`config.mk`:
```
export PLATFORM = sky130hd
export DESIGN_NAME = csx_exec
export DESIGN_NICKNAME = d
export VERILOG_FILES = /design/src/logic/csx_qphase.v /design/src/logic/csx_exec.v
export VERILOG_INCLUDE_DIRS = /design/src /design/src/inc
export SDC_FILE = /design/constraint.sdc
export NUM_CORES = 1
export LEC_CHECK = 0
export ABC_CLOCK_PERIOD_IN_PS = 6700
export BUFFER_PORTS_ARGS = -buffer_cell sky130_fd_sc_hd__buf_2
export CAP_MARGIN = 20
export CORE_MARGIN = 3
export CORE_UTILIZATION = 55
export CTS_CLUSTER_DIAMETER = 100
export DETAILED_ROUTE_END_ITERATION = 12
export PLACE_DENSITY = 0.86
export SYNTH_ARGS = -nofsm -noshare
export SYNTH_HDL_FRONTEND = slang
export SYNTH_SLANG_ARGS = --single-unit
```
`constraint.sdc`:
```
create_clock -name i_mclk -period 6.7 [get_ports i_mclk]
set_clock_uncertainty 0.1 [all_clocks]
set_input_delay 0.335 -clock i_mclk [delete_from_list [all_inputs] [get_ports i_mclk]]
set_output_delay 0.335 -clock i_mclk [all_outputs]
set_load 0.05 [all_outputs]
```
`src/inc/csx_regs.vh`:
```
// Constants for the compare-and-skip execution block
`ifndef CSX_REGS_VH
`define CSX_REGS_VH
`define CSX_OP_HI_W        7
`define CSX_OP_GT          7'h32
`define CSX_OP_EQ          7'h31
`define CSX_BANK_BIT       8
`define CSX_ILO_LIMIT      8'h5f
`define CSX_QPH_RESET      2'h0
`define CSX_QPH_LAST       2'h3
`define CSX_IDLE_RESET     2'h0
`define CSX_QPH_DECODE     2'h0
`define CSX_QPH_READ       2'h1
`define CSX_QPH_CMP        2'h2
`define CSX_WORDS_TWO      2'h2
`define CSX_WORDS_THREE    2'h3
`define CSX_IDLE_ONE       2'h1
`define CSX_IDLE_TWO       2'h2
`define CSX_IDLE_THREE     2'h3
`define CSX_ACCESS_SPLIT   8'h60
`define CSX_ACCESS_HI_BANK 6'h3f
`endif

```
`src/logic/csx_qphase.v`:
```
// Quarter-phase sequencer: splits the clock into four phases per instruction cycle
`timescale 1ns/1ns
`include "csx_regs.vh"
module csx_qphase
(
	input  wire       i_mclk,
	input  wire       i_rst_n,
	output wire [1:0] o_qph,
	output wire       o_cyc_end
);
	reg [1:0] qph_q;

	// Free-running phase count, one enable pulse per instruction cycle
	always @(posedge i_mclk)
	begin
		if (!i_rst_n)
			qph_q <= `CSX_QPH_RESET;
		else
			qph_q <= qph_q + 2'h1;
	end

	assign o_qph     = qph_q;
	assign o_cyc_end = (qph_q == `CSX_QPH_LAST);
endmodule // csx_qphase

```
`src/logic/csx_exec.v`:
```
// Execution of compare-file-with-working-register-and-skip instructions
`timescale 1ns/1ns
`include "csx_regs.vh"
module csx_exec
(
	input  wire        i_mclk,
	input  wire        i_rst_n,
	input  wire [15:0] i_opcode,
	input  wire        i_op_valid,
	input  wire        i_ext_set_en,
	input  wire [5:0]  i_bank_select_register,
	input  wire [11:0] i_fsr2,
	input  wire [7:0]  i_file_rdata,
	input  wire [7:0]  i_working_register,
	input  wire [1:0]  i_next_words,
	output reg  [11:0] o_file_addr,
	output reg         o_file_rd,
	output reg         o_flush,
	output reg         o_no_operation,
	output reg         o_pc_skip,
	output reg         o_busy,
	output reg         o_cmp_done
);
	// One instruction cycle is four clocks, one per quarter phase:
	//   phase 0  opcode taken, address and read strobe launched
	//   phase 1  file operand captured
	//   phase 2  compare result frozen into take_q, done strobe launched
	//   phase 3  nothing written back; a true compare flushes at its end
	// Freezing the result at phase 2 lets the working register move
	// afterwards without changing the decision. Outputs are registered
	// from the next state, so o_busy rises at the decode edge itself.
	// Instruction states
	localparam ST_IDLE = 2'h0;
	localparam ST_EXEC = 2'h1;
	localparam ST_SKIP = 2'h2;

	wire [1:0] qph;
	wire       cyc_end;
	reg  [1:0] st_q;
	reg  [1:0] st_d;
	reg        is_gt_q;
	reg        is_eq_q;
	reg  [7:0] fdata_q;
	reg        take_q;
	reg  [1:0] idle_q;
	reg  [8:0] diff;
	reg        hit;
	reg        gt_hit;
	reg        eq_hit;

	// Quarter-phase divider; cyc_end is the one-clock enable per cycle
	csx_qphase u_qphase
	(
		.i_mclk    (i_mclk),
		.i_rst_n   (i_rst_n),
		.o_qph     (qph),
		.o_cyc_end (cyc_end)
	);

	// Opcode class tests, shared by the sequencer and the variant latch
	function op_is_gt;
		input [6:0] hi;
		begin
			op_is_gt = (hi == `CSX_OP_GT);
		end
	endfunction

	function op_is_eq;
		input [6:0] hi;
		begin
			op_is_eq = (hi == `CSX_OP_EQ);
		end
	endfunction

	// A 256-byte bank placed by its number; the 12-bit address keeps only
	// the low four bank bits, so higher bank numbers alias onto lower ones
	function [11:0] bank_addr;
		input [5:0] bank;
		input [7:0] f;
		begin
			bank_addr = {bank[3:0], f};
		end
	endfunction

	// Idle instruction cycles after a true compare, by follower length;
	// a length code of zero is read as one word rather than refused
	function [1:0] idle_cycles;
		input [1:0] words;
		begin
			if (words == `CSX_WORDS_THREE)
				idle_cycles = `CSX_IDLE_THREE;
			else if (words == `CSX_WORDS_TWO)
				idle_cycles = `CSX_IDLE_TWO;
			else
				idle_cycles = `CSX_IDLE_ONE;
		end
	endfunction

	// Operand address resolution, shared by both variants
	function [11:0] resolve_addr;
		input [7:0]  f;
		input        a;
		input        ext;
		input [5:0]  bank_select_register;
		input [11:0] base;
		begin
			if (a)
				resolve_addr = bank_addr(bank_select_register, f);
			else if (ext && (f <= `CSX_ILO_LIMIT))
				resolve_addr = base + {4'h0, f};
			else if (f < `CSX_ACCESS_SPLIT)
				resolve_addr = {4'h0, f};
			else
				resolve_addr = bank_addr(`CSX_ACCESS_HI_BANK, f);
		end
	endfunction

	// Compare: 9-bit subtract keeps the borrow; nothing is ever written back
	always @*
	begin
		diff = {1'b0, fdata_q} - {1'b0, i_working_register};
		// A borrow into bit 8 marks a file operand below the working register
		gt_hit = is_gt_q && !diff[8] && (diff[7:0] != 8'h00);
		eq_hit = is_eq_q && (diff[7:0] == 8'h00);
		hit    = gt_hit || eq_hit;
	end

	// State sequencing across instruction cycles
	always @*
	begin
		st_d = st_q;
		case (st_q)
			ST_IDLE:
				// Off-phase or unknown opcodes fall through untouched
				if (i_op_valid && qph == `CSX_QPH_DECODE
					&& (op_is_gt(i_opcode[15:9]) || op_is_eq(i_opcode[15:9])))
					st_d = ST_EXEC;
			ST_EXEC:
				if (cyc_end)
					st_d = take_q ? ST_SKIP : ST_IDLE;
			ST_SKIP:
				// Leave at the end of the last idle instruction cycle
				if (cyc_end && idle_q == `CSX_IDLE_ONE)
					st_d = ST_IDLE;
			default:
				st_d = ST_IDLE;
		endcase
	end

	// Datapath registers, stepped by quarter phase
	always @(posedge i_mclk)
	begin
		if (!i_rst_n)
		begin
			st_q           <= ST_IDLE;
			is_gt_q        <= 1'b0;
			is_eq_q        <= 1'b0;
			fdata_q        <= 8'h00;
			take_q         <= 1'b0;
			idle_q         <= `CSX_IDLE_RESET;
			o_file_addr    <= 12'h000;
			o_file_rd      <= 1'b0;
			o_flush        <= 1'b0;
			o_no_operation <= 1'b0;
			o_pc_skip      <= 1'b0;
			o_busy         <= 1'b0;
			o_cmp_done     <= 1'b0;
		end
		else
		begin
			st_q       <= st_d;
			// Strobes default low so each is a single-clock pulse
			o_file_rd  <= 1'b0;
			o_flush    <= 1'b0;
			o_pc_skip  <= 1'b0;
			o_cmp_done <= 1'b0;
			o_busy     <= (st_d != ST_IDLE);
			o_no_operation <= (st_d == ST_SKIP);
			// Q1 decode latches variant and drives the address
			if (st_q == ST_IDLE && st_d == ST_EXEC)
			begin
				is_gt_q     <= op_is_gt(i_opcode[15:9]);
				is_eq_q     <= op_is_eq(i_opcode[15:9]);
				o_file_addr <= resolve_addr(i_opcode[7:0], i_opcode[`CSX_BANK_BIT],
					i_ext_set_en, i_bank_select_register, i_fsr2);
				o_file_rd   <= 1'b1;
			end
			// Q2 read of the file operand
			if (st_q == ST_EXEC && qph == `CSX_QPH_READ)
				fdata_q <= i_file_rdata;
			// Q3 compare; Q4 writes nothing
			if (st_q == ST_EXEC && qph == `CSX_QPH_CMP)
			begin
				take_q     <= hit;
				o_cmp_done <= 1'b1;
			end
			// Idle cycles count taken from the prefetched word's length
			// The decision is the one frozen at phase 2, not a fresh compare
			if (st_q == ST_EXEC && cyc_end && take_q)
			begin
				o_flush   <= 1'b1;
				o_pc_skip <= 1'b1;
				idle_q    <= idle_cycles(i_next_words);
			end
			// One idle instruction cycle used up
			else if (st_q == ST_SKIP && cyc_end)
				idle_q <= idle_q - 2'h1;
		end
	end
endmodule // csx_exec

```
# == Word-level counts from Yosys, hierarchy flattened ==
# Index checks and enable logic that the tools add are counted.
# op_classes
mul,0
eq_ne,12
div,0
add_sub_neg,4
mux,15
n_reduce_logical,22
shift,0
n_lt_le_gt_ge,2
n_bitwise,0
# ops
operator,n
12-bit two-way mux,3
2-bit two-way mux,8
"7-bit by 6-bit == test with 1-bit output, second input constant",2
1-bit logical AND,13
12-bit by 8-bit adder with 12-bit output,1
"2-bit == test, second input constant",6
8-bit by 8-bit subtractor with 9-bit output,1
"2-bit by 1-bit == test with 1-bit output, second input constant",4
"8-bit by 7-bit less-or-equal comparator with 1-bit output, second input constant",1
8-bit zero test,1
"8-bit by 7-bit less-than comparator with 1-bit output, second input constant",1
8-bit nonzero test,1
2-bit one-hot mux with 3 select lines,1
2-bit zero test,2
2-bit nonzero test,2
1-bit two-way mux,3
"2-bit by 1-bit adder with 2-bit output, second input constant",1
1-bit logical OR,2
"2-bit by 1-bit subtractor with 2-bit output, second input constant",1
1-bit zero test,1
# totals
elab_cells,68
input_bits,56
out_inout_bits,18
latchBits,0
ram_bits,0
romBits,0
n_memories,0
regBits,34

# == Depth between registers and ports, before layout ==
# Gate-level depths: netlist of the first run.
# depth
ltp_word,8
ltp_mapped,10
mapped_depth_nobuf,10

# == By module ==
# A second synthesis of the first run with hierarchy kept.
# hier_totals
cells_unflattened,268
area_unflattened_um2,2184.6
# by_module_without_submodules
module,area_each_um2,seq_area_each_um2,cells_each,instances
csx_exec,2112.0,640.6,263,1
csx_qphase,72.6,40.0,5,1

# == Worst setup path after synthesis of the first run ==
# No wires, ideal clock.
# synth_timing
path_kind,input port to flip-flop
startpoint,input i_working_register[0]
endpoint,register take_q
slack_ps,4468
stages,9
n_path_buf,0
t_required_ps,6482
setup_ps,118
t_arrival_ps,2015
cell_sequence,ha_1 > fa_1 > nor2b_4 > o31ai_2 > nand3_1 > nand4_1 > a2111oi_4 > mux2i_1 > nor2_1
# synth_via
elab_chain_len,5
elab_cells_between_ends,8
classes_between,add/sub (1); reduce/logical (7)
# synth_rtl
item,line_no,rtl
from (decl),csx_exec.v:14,"input wire [7:0] i_working_register,"
8-bit by 8-bit subtractor with 9-bit output (*),csx_exec.v:121,"diff = {1'b0, fdata_q} - {1'b0, i_working_register};"
branches (longest 3 deep; another with 8-bit nonzero test),n/a,
1-bit logical OR (*),csx_exec.v:125,hit = gt_hit || eq_hit;
to (signal assigned),csx_exec.v:194,take_q <= hit;
to (decl),csx_exec.v:44,reg take_q;
# Every way passes the cells marked *.
# A chain may end at the register's enable or synchronous reset.

# == Final worst setup path of the first run ==
# layout_timing
startpoint,register fdata_q[0]
endpoint,register take_q
# layout_via
elab_chain_len,5
elab_cells_between_ends,8
classes_between,add/sub (1); reduce/logical (7)
# layout_rtl
item,line_no,rtl
from (decl),csx_exec.v:43,reg [7:0] fdata_q;
from (signal assigned),csx_exec.v:190,fdata_q <= i_file_rdata;
8-bit by 8-bit subtractor with 9-bit output (*),csx_exec.v:121,
branches (longest 3 deep; another with 8-bit nonzero test),n/a,
1-bit logical OR (*),csx_exec.v:125,
# Marked as above.

==> impl_metrics.toml, run 1 <==
[synthesis]
async_flop_share_pct = 0
synth_compound_area_share_pct = 23.4
synth_cell_types = 51
syn-num-nets = 359
synth_edf_count = 0
ys_seq_elements = 34
synth_top_family_by_area = "compound AO/OA/AOI/OAI gates"
synth-xor-area-share_pct = 4.24
avgSynthCellArea_um2 = 8.12
synth_cells = 280
synth_area_um2 = 2270
ys_seq_area_share_pct = 29.9
synthSimpleGateAreaFrac_pct = 22.0
synthAdderAreaFrac_pct = 13.3
ys.flop_type = "dfxtp_1"
synth.area.mux_share_pct = 1.76
yosysWarnings = 0

[worst_hold_path]
hold_start = "i_file_rdata[1]"
hold_path_class = "input pin to flop"

[floorplanning]
dieHeight_um = 70.3
fp.dieArea_um2 = 4940
core-area_um2 = 3830
die_w_um = 70.3
io_pins = 74
rows = 22
start_util_pct = 59.4

[setup_path]
cp.arrival_ns = 2.45
crit_path_start = "fdata_q[0]$_SDFFE_PN0P_"
worstPathMaxFanout = 4
required_ns = 6.77
crit_type = "flop to flop"
critPathLaunchType = "flop"
worst_setup_path_end_kind = "flop"
r2r-start = "fdata_q[0]$_SDFFE_PN0P_"

[sta]
rsz0062_at_grt = "no"
min_period_ns = 2.38
tightest_slew_ns = 0.741
fmax_ghz = 0.419
slew_headroom_pct = 50.5
report.final.slew_viol_count = 0
hold_viol_final = 0
min_period_over_period_pct = 35.6
setup_viol = 0
fin_hold_ws_ns = 0.206
tns_ns = 0

[placed_design]
placed_cells = 390
hpwlAfterDp_um = 4070
io_buffers = 71
place.gp.congestion = 0.927

[cells_and_area]
fin_nets = 428
fillers = 311
final_util_pct = 71.6
final_cells = 398
drive_above_1_share_pct = 25.1
multi_input_area_um2 = 1470
n_antenna_cell = 0
syn2layout_area_growth_pct = 20.5
seq_area_um2 = 681

[power_and_ir_drop]
powerDensity_nw_per_um2 = 159
power.leakage_nw = 1.27
ir_worst_vdd_v = 0.000131

[global_routing]
overflow = 0
grt_pass1_vias = 2023
grt_first_pass_wirelength_um = 8630
grt_max_degree = 29
antenna_found_initial = 0
grt_use_total_pct = 21.4

[cts]
cts_hold_buf = 0
htreeDepth = 2
post_cts_resized = 0
cts-buffers-inserted = 5
cts_tree = "done"
clk_latency_ns = 0.28
cts.sinks = 34
clk_pin_slew_worst_paths_ns = 0.06
clk_path_buf_depth = 2
root_buffer = "clkbuf_8"
postCtsSetupBuffers = 0

[routing]
postRouteAntennaNets = 0
drt_wl_total_um = 5150
avgRoutedWirePerCell_um = 12.9
post-route-drc-count = 0
dr.pass1.iters = 4
drt_iter0_markers = 67
post_drt_via_cell_ratio = 5.40
vias = 2151

[status]
status = "finished, final reports clean"

[job]
drv_cap = 0
-- final cells by class --
type | count | share of cell area, %
clock inverter | 1 | 0.183
sequential | 34 | 24.8
tap | 48 | 2.19
inverter | 22 | 3.01
multi-input combinational | 215 | 53.7
clock buffer | 7 | 3.15
timing repair buffer | 71 | 13.0
-- report_power, final --
| part | switching (mW) | internal [mW] |
|---|---|---|
| sequential | 0.00132 | 0.204 |
| clock | 0.0679 | 0.0828 |
| combinational | 0.0446 | 0.0362 |
-- path summary, 6_finish.rpt --
| path | to | slack, ns | depth (start not counted) |
|---|---|---|---|
| worst max register to register | take_q$_SDFFE_PN0P_ | 4.32 | 10 |
| worst max-delay path | take_q$_SDFFE_PN0P_ | 4.32 | 10 |
| worst min-delay path | fdata_q[1]$_SDFFE_PN0P_ | 0.21 | 3 |
| worst min register to register | fdata_q[3]$_SDFFE_PN0P_ | 0.36 | 2 |
-- registers in the layout, indices dropped and copies added, names as in the netlist --
register / cells
st_q: 2
o_file_rd: 1
fdata_q: 8
o_no_operation: 1
take_q: 1
u_qphase.o_qph: 2
idle_q: 2
o_pc_skip: 1
o_busy: 1
is_eq_q: 1
o_cmp_done: 1
is_gt_q: 1
o_file_addr: 12
-- through the flow --
step                cell area [um2]  setup slack, ns  power, mW
finish                         2740             4.32      0.437
global route                   2740             4.15      0.462
CTS                            2740             4.32      0.440
detailed placement             2650             4.22      0.290
global placement               2650             4.23      0.287
floorplan                      2270             4.47      0.261
-- cells by family after synthesis --
kind of cell | count (synthesis)
AOI/OAI and AO/OA | 77
xor gates and xnor gates | 11
adders and majority gates | 23
buffers and inverters | 31
DFF | 34
muxes | 4
and+or+nand+nor | 100
-- Yosys cell counts, drive strengths merged (3+ instances only) --
| master | n | area [um2] |
|---|---|---|
| dfxtp | 34 | 681 |
| nand2 | 29 | 109 |
| a21o | 5 | 37.5 |
| clkbuf | 4 | 15.0 |
| o2111ai | 3 | 26.3 |
| ha | 21 | 263 |
| xor2 | 6 | 52.6 |
| o21ai | 13 | 68.8 |
| xnor2 | 5 | 43.8 |
| o21a | 4 | 31.3 |
| a21oi | 24 | 120 |
| a211oi | 9 | 67.6 |
| and2 | 4 | 25.0 |
| or2 | 3 | 18.8 |
| nand3 | 14 | 70.1 |
| buf | 5 | 25.0 |
| inv | 22 | 82.6 |
| nor2b | 6 | 45.0 |
| and3 | 5 | 31.3 |
| nor3 | 3 | 15.0 |
| a311oi | 4 | 35.0 |
| mux2i | 4 | 40.0 |
| nor2 | 26 | 105 |
| o221ai | 3 | 26.3 |
-- metal layers --
layer / vias up / GRT usage, % / wire length, um
met4: 0 / 8.51 / 51
li1: 1135 / - / -
met2: 67 / 36.1 / 2500
met1: 945 / 26.1 / 2310
met5: - / 0 / 0
met3: 4 / 5.04 / 286
-- worst max-delay path, cell delays in order, from the launching register on --
cell	delay (ns)
dfxtp_1	0.35
inv_1	0.06
ha_1	0.20
fa_1	0.44
nor2b_4	0.14
o31ai_2	0.08
nand3_1	0.09
nand4_1	0.14
a2111oi_4	0.39
mux2i_1	0.22
nor2_1	0.06
-- placed cells by master, fill, tap and decap left out, types with 2 or more instances in the layout --
master     count
xnor2_1        5
nand3_1       14
nor3b_1        2
o2111ai_1      3
a31oi_1        2
a211oi_1       9
inv_1         21
fa_1           2
a21oi_1       24
clkbuf_8       6
and3_1         5
o311ai_0       2
xor2_1         6
mux2i_1        4
dfxtp_1       34
o21ai_1        2
or2_2          2
a311oi_1       4
ha_1          21
nor2_1        25
nand3b_1       2
buf_2         71
nor3_1         3
a21o_1         5
and2_1         4
nand4_1        2
o21ai_0       10
nor2b_1        5
nand2_1       29
o221ai_1       3
o21a_1         3
No activity file was read; power rests on OpenSTA's default activity.
==> run 2, diff against run 1 <==
--- a/config.mk
+++ b/config.mk
@@ -6,14 +6,15 @@
 export SDC_FILE = /design/constraint.sdc
 export NUM_CORES = 1
 export LEC_CHECK = 0
-export ABC_CLOCK_PERIOD_IN_PS = 6700
+export ABC_AREA = 1
+export ABC_CLOCK_PERIOD_IN_PS = 2300
 export BUFFER_PORTS_ARGS = -buffer_cell sky130_fd_sc_hd__buf_2
 export CAP_MARGIN = 20
 export CORE_MARGIN = 3
-export CORE_UTILIZATION = 55
+export CORE_UTILIZATION = 51
 export CTS_CLUSTER_DIAMETER = 100
 export DETAILED_ROUTE_END_ITERATION = 12
-export PLACE_DENSITY = 0.86
+export PLACE_DENSITY = 0.8
 export SYNTH_ARGS = -nofsm -noshare
 export SYNTH_HDL_FRONTEND = slang
 export SYNTH_SLANG_ARGS = --single-unit
==> constraint.sdc (replaced) <==
create_clock -name i_mclk -period 2.3 [get_ports i_mclk]
set_clock_uncertainty 0.1 [all_clocks]
set_input_delay 0.115 -clock i_mclk [delete_from_list [all_inputs] [get_ports i_mclk]]
set_output_delay 0.115 -clock i_mclk [all_outputs]
set_load 0.05 [all_outputs]
==> impl_metrics.toml, run 2 <==
[cts]
clk_latency_ns = 0.28
htreeDepth = 2
root_buffer = "clkbuf_8"
post_cts_resized = 0
cts.sinks = 34
clk_pin_slew_worst_paths_ns = 0.06
postCtsSetupBuffers = 0
cts_hold_buf = 1
clk_path_buf_depth = 2
cts_tree = "done"
cts-buffers-inserted = 5

[power_and_ir_drop]
combPwrFrac_pct = 19.2
clock_power_share_pct = 33.8
power_mw = 1.27
p_sw_share_pct = 26.8
ir_worst_vdd_v = 0.000264
power.leakage_nw = 1.44
p_int_mw = 0.927
pwr-share-seq_pct = 47.1
powerDensity_nw_per_um2 = 458
p_sw_mw = 0.340

[synthesis]
yosys-top-cells-count = "nand2_1, inv_1, a21oi_1, dfxtp_1, nor2_1"
synth_top_cell_by_area = "dfxtp_1"
syn-num-nets = 417
synth_area_um2 = 2310
async_flop_share_pct = 0
synth_edf_count = 0
ys_top_cells_by_area = "dfxtp_1, nand2_1, ha_1"
avgSynthCellArea_um2 = 6.83
synth_cells = 338
yosysWarnings = 0
ys.flop_type = "dfxtp_1"
synth_cell_types = 32
synth_top_cell_area_share_pct = 29.5
ys_seq_elements = 34
yosysMostFrequentCell = "nand2_1"
ys_seq_area_share_pct = 29.5

[job]
drv_cap = 0

[floorplanning]
core-area_um2 = 4170
io_pins = 74
fp.dieArea_um2 = 5370
dieHeight_um = 73.3
start_util_pct = 55.4
die_w_um = 73.3
rows = 23

[cells_and_area]
mostFrequentLayoutCells = "nand2_1, buf_2, inv_1"
largest_reg_flops = 12
top_register = "o_file_addr"
multi_input_area_um2 = 1380
final_common_cell = "nand2_1"
fillers = 381
seq_area_um2 = 681
largest_registers = "o_file_addr (12), fdata_q (8)"
drive_above_1_share_pct = 22.8
syn2layout_area_growth_pct = 19.8
n_antenna_cell = 0
design_area_um2 = 2770
fin_nets = 488

[sta]
rsz0062_at_grt = "no"
fmax_ghz = 0.493
report.final.slew_viol_count = 0
slew_headroom_pct = 58.1
min_period_ns = 2.03
fin_hold_ws_ns = 0.00668
tightest_slew_ns = 0.628
tns_ns = 0
setup_viol = 0
min_period_over_period_pct = 88.2
hold_viol_final = 0
fin_ws_ns = 0.270

[routing]
postRouteAntennaNets = 0
drt_iter0_markers = 96
post-route-drc-count = 0
avgRoutedWirePerCell_um = 11.7
vias = 2314
post_drt_via_cell_ratio = 5.05
drt_wl_total_um = 5360
dr.pass1.iters = 4

[setup_path]
worstPathMaxFanout = 3
required_ns = 2.34
cp.arrival_ns = 2.07
worst_setup_path_end_kind = "flop"
crit_type = "flop to flop"
critPathLaunchType = "flop"

[placed_design]
hpwlAfterDp_um = 4230
place.gp.congestion = 0.861
dpl_cell_area_um2 = 2670
io_buffers = 71
dp_slack_ns = 0.285

[global_routing]
grt_pass1_vias = 2153
grt_use_total_pct = 21.2
overflow = 0
antenna_found_initial = 0
grt_max_degree = 21
grt_first_pass_wirelength_um = 8940

[worst_hold_path]
hold_path_class = "input pin to flop"

[status]
status = "finished, final reports clean"
run 2: cell types whose count changed after synthesis, moves of 5 or more:
cell      delta
a211oi_1     -5
a21o_1       -5
a21oi_1     +16
and3_1       -5
inv_1       +25
nand2_1     +50
nand3_1      +6
nor2b_1      -5
o21ai_0      +6
run 2: per-layer routing:
metal	track usage [%]	wire length [um]	up-vias
li1	-	-	1247
met1	25.9	2370	998
met2	36.9	2590	63
met3	4.51	309	6
met4	7.04	85	0
met5	0	0	-
run 2: path summary, 6_finish.rpt:
| check | startpoint | cells past startpoint | slack, ns | to |
|---|---|---|---|---|
| min | i_file_rdata[6] | 3 | 0.007 | fdata_q[6]$_SDFFE_PN0P_ |
| max | fdata_q[0]$_SDFFE_PN0P_ | 12 | 0.27 | take_q$_SDFFE_PN0P_ |
| min reg2reg | u_qphase.o_qph[0]$_SDFF_PN0_ | 1 | 0.36 | u_qphase.o_qph[0]$_SDFF_PN0_ |
| max reg2reg | fdata_q[0]$_SDFFE_PN0P_ | 12 | 0.27 | take_q$_SDFFE_PN0P_ |
run 2: cells by family after synthesis:
logic type / synth area share, %
adders and majority gates: 13.1
DFF: 29.5
xor gates and xnor gates: 2.65
buffers and inverters: 10.6
AOI/OAI and AO/OA: 17.6
and+or+nand+nor: 26.5
run 2: critical path: stages, from the launching register on:
cell and delay, ns:
dfxtp_1 0.30, inv_1 0.05, ha_1 0.21, fa_1 0.43, xnor2_1 0.14, nor2_1 0.10, nand2_1 0.07, nor2_2 0.08
nand2_1 0.07, nor2_2 0.11, nand3_1 0.10, nand3_2 0.09, a21oi_2 0.04
run 2: stage by stage:
stage,util [%],cells
after detailed placement,64.1,451
after CTS,66.3,458
after floorplan,-,338
after global routing,66.3,458
after global placement,64.1,451
final,66.3,458
run 2: final cells by class:
type                    count  area share, %
inverters                  49           6.65
repair buffers             73           13.5
flip-flops and latches     34           24.6
clock buffers               6           2.99
multi-input cells         246           50.0
well taps                  50           2.26
run 2: power by group through the flow:
| stage | combinational, mW | sequential (mW) | clock [mW] |
|---|---|---|---|
| 2_1_floorplan | 0.156 | 0.613 | 0 |
| 3_3_place_gp | 0.233 | 0.610 | 0 |
| 3_5_place_dp | 0.240 | 0.610 | 0 |
| 4_1_cts | 0.243 | 0.597 | 0.437 |
| 5_1_grt | 0.275 | 0.597 | 0.460 |
| 6_report | 0.243 | 0.597 | 0.428 |
